`config.mk`:
```
export PLATFORM = sky130hd
export DESIGN_NAME = mctm_regs
export DESIGN_NICKNAME = d
export VERILOG_FILES = /design/src/verilog/mctm_pkg.sv /design/src/verilog/mctm_regs.sv
export SDC_FILE = /design/constraint.sdc
export NUM_CORES = 1
export LEC_CHECK = 0
export ABC_CLOCK_PERIOD_IN_PS = 13000
export CAP_MARGIN = 20
export CELL_PAD_IN_SITES_DETAIL_PLACEMENT = 0
export CELL_PAD_IN_SITES_GLOBAL_PLACEMENT = 1
export CORE_MARGIN = 2
export CORE_UTILIZATION = 45
export CTS_CLUSTER_DIAMETER = 150
export DETAILED_ROUTE_END_ITERATION = 7
export DONT_BUFFER_PORTS = 1
export PLACE_DENSITY = 0.87
export SLEW_MARGIN = 20
export SYNTH_ARGS = -nofsm -noshare
export SYNTH_HDL_FRONTEND = slang
export SYNTH_SLANG_ARGS = --single-unit
```
`constraint.sdc`:
```
create_clock -name sys_clk -period 13 [get_ports sys_clk]
set_input_delay 3.25 -clock sys_clk [delete_from_list [all_inputs] [get_ports sys_clk]]
set_output_delay 3.25 -clock sys_clk [all_outputs]
set_load 0.05 [all_outputs]
```
`src/verilog/mctm_pkg.sv`:
```
// Package of register map, field positions, reset values and timing for the temp monitor regs
package mctm_pkg;

  // Register offsets (printed offsets are not all multiples of four: index, byte addr = 4*index)
  localparam logic [7:0] IDX_INT_INTEGER   = 8'h00;
  localparam logic [7:0] IDX_R1_INTEGER    = 8'h01;
  localparam logic [7:0] IDX_EVENT_FLAGS   = 8'h02;
  localparam logic [7:0] IDX_SETUP_A       = 8'h03;
  localparam logic [7:0] IDX_RATE_A        = 8'h04;
  localparam logic [7:0] IDX_SETUP_B       = 8'h09;
  localparam logic [7:0] IDX_RATE_B        = 8'h0a;
  localparam logic [7:0] IDX_R1_FRACTION   = 8'h10;
  localparam logic [7:0] IDX_R2_INTEGER    = 8'h23;
  localparam logic [7:0] IDX_R2_FRACTION   = 8'h24;
  localparam logic [7:0] IDX_INT_FRACTION  = 8'h29;
  localparam logic [7:0] IDX_R3_INTEGER    = 8'h2a;
  localparam logic [7:0] IDX_R3_FRACTION   = 8'h2b;
  localparam logic [7:0] IDX_R4_INTEGER    = 8'h41;
  localparam logic [7:0] IDX_R4_FRACTION   = 8'h42;
  localparam logic [7:0] IDX_R5_INTEGER    = 8'h43;
  localparam logic [7:0] IDX_R5_FRACTION   = 8'h44;
  localparam logic [7:0] IDX_R6_INTEGER    = 8'h45;
  localparam logic [7:0] IDX_R6_FRACTION   = 8'h46;
  localparam logic [7:0] IDX_R7_INTEGER    = 8'h47;
  localparam logic [7:0] IDX_R7_FRACTION   = 8'h48;
  // Status-clearing reads of the high (interrupt mode only), low and fault status registers
  localparam logic [7:0] IDX_HIGH_STATUS   = 8'h35;
  localparam logic [7:0] IDX_LOW_STATUS    = 8'h36;
  localparam logic [7:0] IDX_FAULT_STATUS  = 8'h37;

  // Reset values and fault code
  localparam logic [7:0] SETUP_RESET = 8'h80;
  localparam logic [7:0] RATE_RESET  = 8'h06;
  localparam logic [7:0] FAULT_CODE_INT  = 8'h80;
  localparam logic [2:0] FAULT_CODE_FRAC = 3'h0;

  // Field positions
  localparam int SETUP_MASK_BIT    = 7;
  localparam int SETUP_STANDBY_BIT = 6;
  localparam int SETUP_COMP_BIT    = 5;
  localparam int SETUP_AVG_DIS_BIT = 1;
  localparam logic [7:0] SETUP_WMASK = 8'he2;
  localparam logic [7:0] RATE_WMASK  = 8'h07;
  localparam int FLAG_BUSY  = 7;
  localparam int FLAG_PEAK  = 6;
  localparam int FLAG_HIGH  = 4;
  localparam int FLAG_LOW   = 3;
  localparam int FLAG_FAULT = 2;
  localparam int FLAG_CRIT  = 1;

  // Channel count: 0 internal, 1..7 remote
  localparam int NCH = 8;

  // Rate codes
  localparam logic [2:0] RATE_1HZ  = 3'h4;
  localparam logic [2:0] RATE_2HZ  = 3'h5;
  localparam logic [2:0] RATE_4HZ  = 3'h6;
  localparam logic [2:0] RATE_CONT = 3'h7;

  // Timing: clock 100 MHz
  localparam longint CLK_HZ = 100000000;
  localparam longint PERIOD_1HZ  = CLK_HZ / 1;
  localparam longint PERIOD_2HZ  = CLK_HZ / 2;
  localparam longint PERIOD_4HZ  = CLK_HZ / 4;
  localparam longint PERIOD_15HZ = CLK_HZ / 15;
  localparam longint PERIOD_13HZ = CLK_HZ / 13;
  localparam longint PERIOD_11HZ = CLK_HZ / 11;
  localparam longint PERIOD_10HZ = CLK_HZ / 10;

  // One channel reading from the converter
  typedef struct packed {
    logic [7:0] integer_part;
    logic [2:0] fraction;
    logic       fault;
  } mctm_reading_t;

  // APB request bundle
  typedef struct packed {
    logic        psel;
    logic        penable;
    logic        pwrite;
    logic [11:0] paddr;
    logic [31:0] pwdata;
  } mctm_apb_req_t;

  // APB answer bundle
  typedef struct packed {
    logic        pready;
    logic        pslverr;
    logic [31:0] prdata;
  } mctm_apb_rsp_t;

  // Live conditions from the converter and comparators
  typedef struct packed {
    logic busy;
    logic peak_change;
    logic high_hit;
    logic low_hit;
    logic diode_fault;
    logic crit_hit;
  } mctm_cond_t;

endpackage : mctm_pkg

```
`src/verilog/mctm_regs.sv`:
```
// Register bank of the multi-channel temperature monitor behind an APB slave
//
// The APB register port was decided locally.
`timescale 1ns/100ps
module mctm_regs
  import mctm_pkg::*;
#(
  parameter longint P_1HZ  = PERIOD_1HZ,
  parameter longint P_2HZ  = PERIOD_2HZ,
  parameter longint P_4HZ  = PERIOD_4HZ,
  parameter longint P_15HZ = PERIOD_15HZ,
  parameter longint P_13HZ = PERIOD_13HZ,
  parameter longint P_11HZ = PERIOD_11HZ,
  parameter longint P_10HZ = PERIOD_10HZ
) (
  input  wire logic                  sys_clk,
  input  wire logic                  rstn,
  input  wire mctm_apb_req_t         apb_req,
  output mctm_apb_rsp_t              apb_rsp,
  input  wire mctm_reading_t [NCH-1:0] reading,
  input  wire mctm_cond_t            cond,
  input  wire logic [2:0]            remote_count,
  input  wire logic                  standby_pin,
  output logic                       alert,
  output logic                       standby_state,
  output logic                       averaging_disable,
  output logic                       remote_peak_compare_enable,
  output logic                       convert_tick
);

  // Whole module state
  typedef struct packed {
    logic [7:0]            setup;
    logic [2:0]            rate_code;
    logic [7:0]            flags;
    logic [NCH-1:0][7:0]   held_fraction;
    logic [31:0]           prdata;
    logic                  alert;
    logic [31:0]           rate_cnt;
    logic                  tick;
  } mctm_state_t;

  mctm_state_t st;
  mctm_state_t next_st;

  // Format one channel reading into integer and fraction bytes
  function automatic logic [15:0] mctm_format(input mctm_reading_t r);
    if (r.fault) begin
      mctm_format = {FAULT_CODE_INT, FAULT_CODE_FRAC, 5'h00};
    end else begin
      mctm_format = {r.integer_part, r.fraction, 5'h00};
    end
  endfunction : mctm_format

  // Map an integer-byte index to a channel, or -1
  function automatic int mctm_int_chan(input logic [7:0] idx);
    case (idx)
      IDX_INT_INTEGER: mctm_int_chan = 0;
      IDX_R1_INTEGER:  mctm_int_chan = 1;
      IDX_R2_INTEGER:  mctm_int_chan = 2;
      IDX_R3_INTEGER:  mctm_int_chan = 3;
      IDX_R4_INTEGER:  mctm_int_chan = 4;
      IDX_R5_INTEGER:  mctm_int_chan = 5;
      IDX_R6_INTEGER:  mctm_int_chan = 6;
      IDX_R7_INTEGER:  mctm_int_chan = 7;
      default:         mctm_int_chan = -1;
    endcase
  endfunction : mctm_int_chan

  // Map a fraction-byte index to a channel, or -1
  function automatic int mctm_frac_chan(input logic [7:0] idx);
    case (idx)
      IDX_INT_FRACTION: mctm_frac_chan = 0;
      IDX_R1_FRACTION:  mctm_frac_chan = 1;
      IDX_R2_FRACTION:  mctm_frac_chan = 2;
      IDX_R3_FRACTION:  mctm_frac_chan = 3;
      IDX_R4_FRACTION:  mctm_frac_chan = 4;
      IDX_R5_FRACTION:  mctm_frac_chan = 5;
      IDX_R6_FRACTION:  mctm_frac_chan = 6;
      IDX_R7_FRACTION:  mctm_frac_chan = 7;
      default:          mctm_frac_chan = -1;
    endcase
  endfunction : mctm_frac_chan

  // Cycle period for the selected rate
  function automatic logic [31:0] mctm_period(input logic [2:0] code, input logic [2:0] nrem);
    case (code)
      RATE_1HZ:  mctm_period = 32'(P_1HZ);
      RATE_2HZ:  mctm_period = 32'(P_2HZ);
      RATE_CONT: begin
        case (nrem)
          3'h7:    mctm_period = 32'(P_10HZ);
          3'h6:    mctm_period = 32'(P_11HZ);
          3'h5:    mctm_period = 32'(P_13HZ);
          default: mctm_period = 32'(P_15HZ);
        endcase
      end
      default:   mctm_period = 32'(P_4HZ);
    endcase
  endfunction : mctm_period

  logic       acc;
  logic       wr;
  logic       rd;
  logic [7:0] idx;
  logic       mapped;
  logic [15:0] fmt [NCH];
  logic       comp_mode;
  logic       alert_cond;

  // Bus decode: zero-wait access phase, word-aligned index
  always_comb begin
    acc = apb_req.psel && apb_req.penable;
    wr  = acc && apb_req.pwrite;
    rd  = acc && !apb_req.pwrite;
    idx = apb_req.paddr[9:2];
    for (int c = 0; c < NCH; c++) begin
      fmt[c] = mctm_format(reading[c]);
    end
  end

  // Address map validity
  always_comb begin
    mapped = (mctm_int_chan(idx) >= 0) || (mctm_frac_chan(idx) >= 0) ||
             idx == IDX_EVENT_FLAGS || idx == IDX_SETUP_A || idx == IDX_SETUP_B ||
             idx == IDX_RATE_A || idx == IDX_RATE_B || idx == IDX_HIGH_STATUS ||
             idx == IDX_LOW_STATUS || idx == IDX_FAULT_STATUS;
    mapped = mapped && apb_req.paddr[1:0] == 2'h0 && apb_req.paddr[11:10] == 2'h0;
  end

  assign comp_mode = st.setup[SETUP_COMP_BIT];

  // Alert request from the set flags, busy excluded
  assign alert_cond = st.flags[FLAG_PEAK] | st.flags[FLAG_HIGH] | st.flags[FLAG_LOW] |
                      st.flags[FLAG_FAULT] | st.flags[FLAG_CRIT];

  // Next-state logic
  always_comb begin
    int ic;
    int fc;
    logic status_rd;
    ic = mctm_int_chan(idx);
    fc = mctm_frac_chan(idx);
    status_rd = rd && mapped && idx == IDX_EVENT_FLAGS;
    next_st = st;
    next_st.tick = 1'b0;

    // Read data mux and holding-byte capture
    if (rd) begin
      next_st.prdata = 32'h0;
      if (!mapped) begin
        next_st.prdata = 32'h0;
      end else if (ic >= 0) begin
        next_st.prdata = {24'h0, fmt[ic][15:8]};
        next_st.held_fraction[ic] = fmt[ic][7:0];
      end else if (fc >= 0) begin
        next_st.prdata = {24'h0, st.held_fraction[fc]};
      end else if (idx == IDX_EVENT_FLAGS) begin
        next_st.prdata = {24'h0, st.flags};
      end else if (idx == IDX_SETUP_A || idx == IDX_SETUP_B) begin
        next_st.prdata = {24'h0, st.setup};
      end else if (idx == IDX_RATE_A || idx == IDX_RATE_B) begin
        next_st.prdata = {29'h0, st.rate_code};
      end else begin
        next_st.prdata = {24'h0, st.flags};
      end
    end

    // Writes reach only setup and rate; all else ignored
    if (wr && mapped) begin
      if (idx == IDX_SETUP_A || idx == IDX_SETUP_B) begin
        next_st.setup = apb_req.pwdata[7:0] & SETUP_WMASK;
      end else if (idx == IDX_RATE_A || idx == IDX_RATE_B) begin
        next_st.rate_code = apb_req.pwdata[2:0];
      end
    end

    // Busy follows the converter directly
    next_st.flags[FLAG_BUSY] = cond.busy;

    // Peak change: clear on status read, set wins
    if (status_rd) begin
      next_st.flags[FLAG_PEAK] = 1'b0;
    end
    if (cond.peak_change && remote_peak_compare_enable) begin
      next_st.flags[FLAG_PEAK] = 1'b1;
    end

    // High flag: mode-dependent clear, set wins
    if (!comp_mode && rd && mapped && idx == IDX_HIGH_STATUS && !cond.high_hit) begin
      next_st.flags[FLAG_HIGH] = 1'b0;
    end
    if (comp_mode && st.alert && !alert_next()) begin
      next_st.flags[FLAG_HIGH] = 1'b0;
    end
    if (cond.high_hit) begin
      next_st.flags[FLAG_HIGH] = 1'b1;
    end

    // Low flag
    if (rd && mapped && idx == IDX_LOW_STATUS && !cond.low_hit) begin
      next_st.flags[FLAG_LOW] = 1'b0;
    end
    if (cond.low_hit) begin
      next_st.flags[FLAG_LOW] = 1'b1;
    end

    // Diode fault flag
    if (rd && mapped && idx == IDX_FAULT_STATUS && !cond.diode_fault) begin
      next_st.flags[FLAG_FAULT] = 1'b0;
    end
    if (cond.diode_fault) begin
      next_st.flags[FLAG_FAULT] = 1'b1;
    end

    // Critical flag follows the live condition
    next_st.flags[FLAG_CRIT] = cond.crit_hit;

    next_st.flags[5] = 1'b0;
    next_st.flags[0] = 1'b0;

    next_st.alert = alert_next();

    // Conversion pacing, held in standby
    if (standby_state) begin
      next_st.rate_cnt = 32'h0;
    end else if (st.rate_cnt + 32'h1 >= mctm_period(st.rate_code, remote_count)) begin
      next_st.rate_cnt = 32'h0;
      next_st.tick = 1'b1;
    end else begin
      next_st.rate_cnt = st.rate_cnt + 32'h1;
    end
  end

  // Alert level for next cycle: live conditions in comparator mode, unmasked set flags in interrupt mode
  function automatic logic alert_next();
    if (comp_mode) begin
      alert_next = cond.high_hit || cond.crit_hit;
    end else begin
      alert_next = !st.setup[SETUP_MASK_BIT] && alert_cond;
    end
  endfunction : alert_next

  // State register
  always_ff @(posedge sys_clk) begin
    if (!rstn) begin
      st           <= '0;
      st.setup     <= SETUP_RESET;
      st.rate_code <= RATE_RESET[2:0];
    end else begin
      st <= next_st;
    end
  end

  // Outputs
  assign apb_rsp.pready  = 1'b1;
  assign apb_rsp.pslverr = acc && !mapped;
  assign apb_rsp.prdata  = next_st.prdata;
  assign alert             = st.alert;
  assign standby_state     = st.setup[SETUP_STANDBY_BIT] | standby_pin;
  assign averaging_disable = st.setup[SETUP_AVG_DIS_BIT];
  assign remote_peak_compare_enable = 1'b1;
  assign convert_tick      = st.tick;
endmodule : mctm_regs
```
==> run_results.csv <==
group,metric,value,unit
global_route,grt_overflow,0,
power_and_ir_drop,ir_worst_vdd,0.000125,V
route,wl,20.6,mm
timing,max-slew-margin-rel,0.338,
route,drc,0,
layout,layoutNonFillerInstCount,1067,
route,drtAntennaViolNets,0,
flow_run,cap_viol_max_count,0,
synthesis,yosys_warnings,0,
setup_path,crit_required,9.75,ns
timing,period_needed,9.55,ns
place,dp_cells,1050,
place,gp_congestion,0.913,
setup_path,crit_type,"input port to primary output",
synthesis,synth-seq-cells,103,
timing,finalMaxSlewViolations,0,
synthesis,ys.flop_type,"dfxtp_1",
clock_tree,cts.sinks,103,
layout,synthToLayoutAreaGrowth,2.21,%
route,drt_iter0_drc,452,
synthesis,synthesis.area,7210,sq um
layout,nNetsFinal,1028,
clock_tree,post-cts-setup-buffers,0,
setup_path,worst_path_max_delay_cell,"a31oi_1",
global_route,grt_first_pass_wirelength,32.3,mm
layout,final_area,7360,sq um
floorplan,coreArea,15800,sq um
clock_tree,h-tree-depth,3,
route,wl_per_cell,19.3,um
floorplan,die-area,17000,sq um
timing,worst_pin_slew,0.982,ns
clock_tree,cts_buffers,9,
setup_path,r2r-start,"st[3]",
clock_tree,ctsResizeCount,0,
synthesis,syn_avg_cell_area,7.94,sq um
setup_path,reg2reg_depth,13,
place,portBuffers,0,
timing,final.setup.tns,0,ns
clock_tree,root_buffer,"clkbuf_16",
setup_path,crit_arrival,6.30,ns
setup_path,cp.buffers_inverters,1,
power_and_ir_drop,power.density,87.6,nW/um^2
floorplan,dieHeight,131,um
synthesis,synthArstFlopShare,0,
route,vias,6602,
power_and_ir_drop,p_leak,2.85,nW
clock_tree,clock_path_buffers,2,
setup_path,cp.depth,7,
place,hpwl,15.7,mm
hold_path,min_from,"st[39]",
clock_tree,cts_tree,"built",
floorplan,die_w,131,um
hold_path,hp-class,"flop to flop",
layout,nFillCells,1634,
floorplan,rows,46,
setup_path,critPathTopFamily,"compound AO/OA/AOI/OAI gates",
synthesis,synthCells,908,
place,placed_cell_area,7040,sq um
setup_path,cpPeakStageDelay,0.70,ns
layout,utilization,0.467,
hold_path,hold_depth,2,
setup_path,rrSetupSlack,8.71,ns
place,pre_cts_ws,3.60,ns
synthesis,synthDistinctLibCells,88,
global_route,grt_pass1_vias,6044,
clock_tree,clkTransAtPathRegs,0.08,ns
route,dr.pass1.iters,5,
clock_tree,cts_hold_buf,0,
setup_path,start_kind,"input port",
layout,final_cell_mix,"103 x dfxtp_1, 65 x nand2_1, 56 x nor2_1",
timing,finalHoldViolCount,0,
setup_path,path_cells,"nor4_1 > nand2_1 > a31oi_1 > buf_4 > mux2i_1 > a221oi_1 > a221o_1",
hold_path,hold_end,"st[39]",
global_route,grt_max_degree,61,
setup_path,path_max_fanout,15,
timing,layout_setup_ws,3.45,ns
timing,min_period_over_period,0.734,
route,via_per_inst,6.19,
synthesis,synth_seq_area_share,0.286,
timing,setup_violations,0,
setup_path,crit_path_end_kind,"primary output",
layout,final_common_cell,"dfxtp_1",
clock_tree,clk_latency,0.35,ns
floorplan,ioPinCount,194,
global_route,antenna_found_initial,1,
floorplan,start_util,0.457,
synthesis,synth-edff-count,0,
timing,max_freq,105,MHz
timing,finalClockSkew,0.0144,ns
setup_path,r2r_end,"st[7]",
global_route,grt.total_usage,0.240,
outcome,outcome,"finished clean",
layout,drive_above_1_share,0.0729,
timing,rsz0062_at_grt,"false",
[sequential cells by signal (all words and copies together) (netlist names)]
| register | cells |
|---|---|
| convert_tick | 1 |
| averaging_disable | 1 |
| alert | 1 |
| st | 99 |
| comp_mode | 1 |
[layer usage]
layer	wire, um	track usage
met1	9300	0.324
met2	9340	0.388
met3	1490	0.0529
met4	447	0.0682
met5	17	0
[logic make-up after synthesis]
kind of cell / Yosys count / synth area share
adder cells (fa/ha/maj): 28 / 0.0486
flip-flops: 103 / 0.286
other: 2 / 0.00104
AND/OR/NAND/NOR: 395 / 0.311
multiplexers: 23 / 0.0323
AO/OA/AOI/OAI: 198 / 0.193
buffers and inverters: 131 / 0.0941
XOR/XNOR: 28 / 0.0340
[tightest hold or removal path, cell delays in order, from the launching register on]
cell and delay [ns]:
dfxtp_1 0.30, nand2_1 0.06, a21oi_1 0.06
[synth_stat cells, drive strengths merged, types with 12 or more instances]
cell type / count / area share
dfxtp: 103 / 0.29
nand2: 66 / 0.035
nor2: 57 / 0.030
o21ai: 53 / 0.037
buf: 52 / 0.053
inv: 44 / 0.023
and2: 38 / 0.033
and3: 36 / 0.031
nor4: 36 / 0.032
clkbuf: 34 / 0.018
nand3: 33 / 0.023
a21oi: 31 / 0.022
nor3: 29 / 0.027
ha: 28 / 0.049
mux2i: 21 / 0.029
nand4: 18 / 0.016
nor2b: 18 / 0.016
xnor2: 17 / 0.021
a211oi: 12 / 0.014
a21o: 12 / 0.013
[stage by stage]
step           power [mW]  hold WS, ns
6_report            0.645        0.465
5_1_grt             0.668        0.488
4_1_cts             0.650        0.466
3_5_place_dp        0.371        0.454
3_3_place_gp        0.370        0.450
2_1_floorplan       0.369        0.440
[area by class of cell]
| type | count | area, sq um | share of cell area |
|---|---|---|---|
| sequential | 103 | 2060 | 0.280 |
| timing repair buffer | 7 | 52.6 | 0.00714 |
| clock inverter | 7 | 98.8 | 0.0134 |
| tap | 216 | 270 | 0.0367 |
| inverter | 45 | 169 | 0.0229 |
| clock buffer | 9 | 225 | 0.0306 |
| antenna | 1 | 2.50 | 0.000340 |
| multi-input combinational | 679 | 4480 | 0.609 |
[report_power, final]
part / total (mW) / switching, mW / internal, mW
combinational: 0.0440 / 0.0286 / 0.0154
sequential: 0.320 / 0.00219 / 0.317
clock: 0.281 / 0.142 / 0.140
total: 0.645 / 0.172 / 0.473
[how the worst max path moves through the flow]
stage | from | end | slack (ns)
floorplan | apb_req[41] | apb_rsp[6] | 4.22
global placement | apb_req[38] | apb_rsp[3] | 3.72
detailed placement | apb_req[38] | apb_rsp[3] | 3.60
CTS | apb_req[38] | apb_rsp[3] | 3.59
global route | apb_req[38] | apb_rsp[3] | 3.39
finish | apb_req[38] | apb_rsp[3] | 3.45
Note: power is estimated with default switching activity, not from simulation.
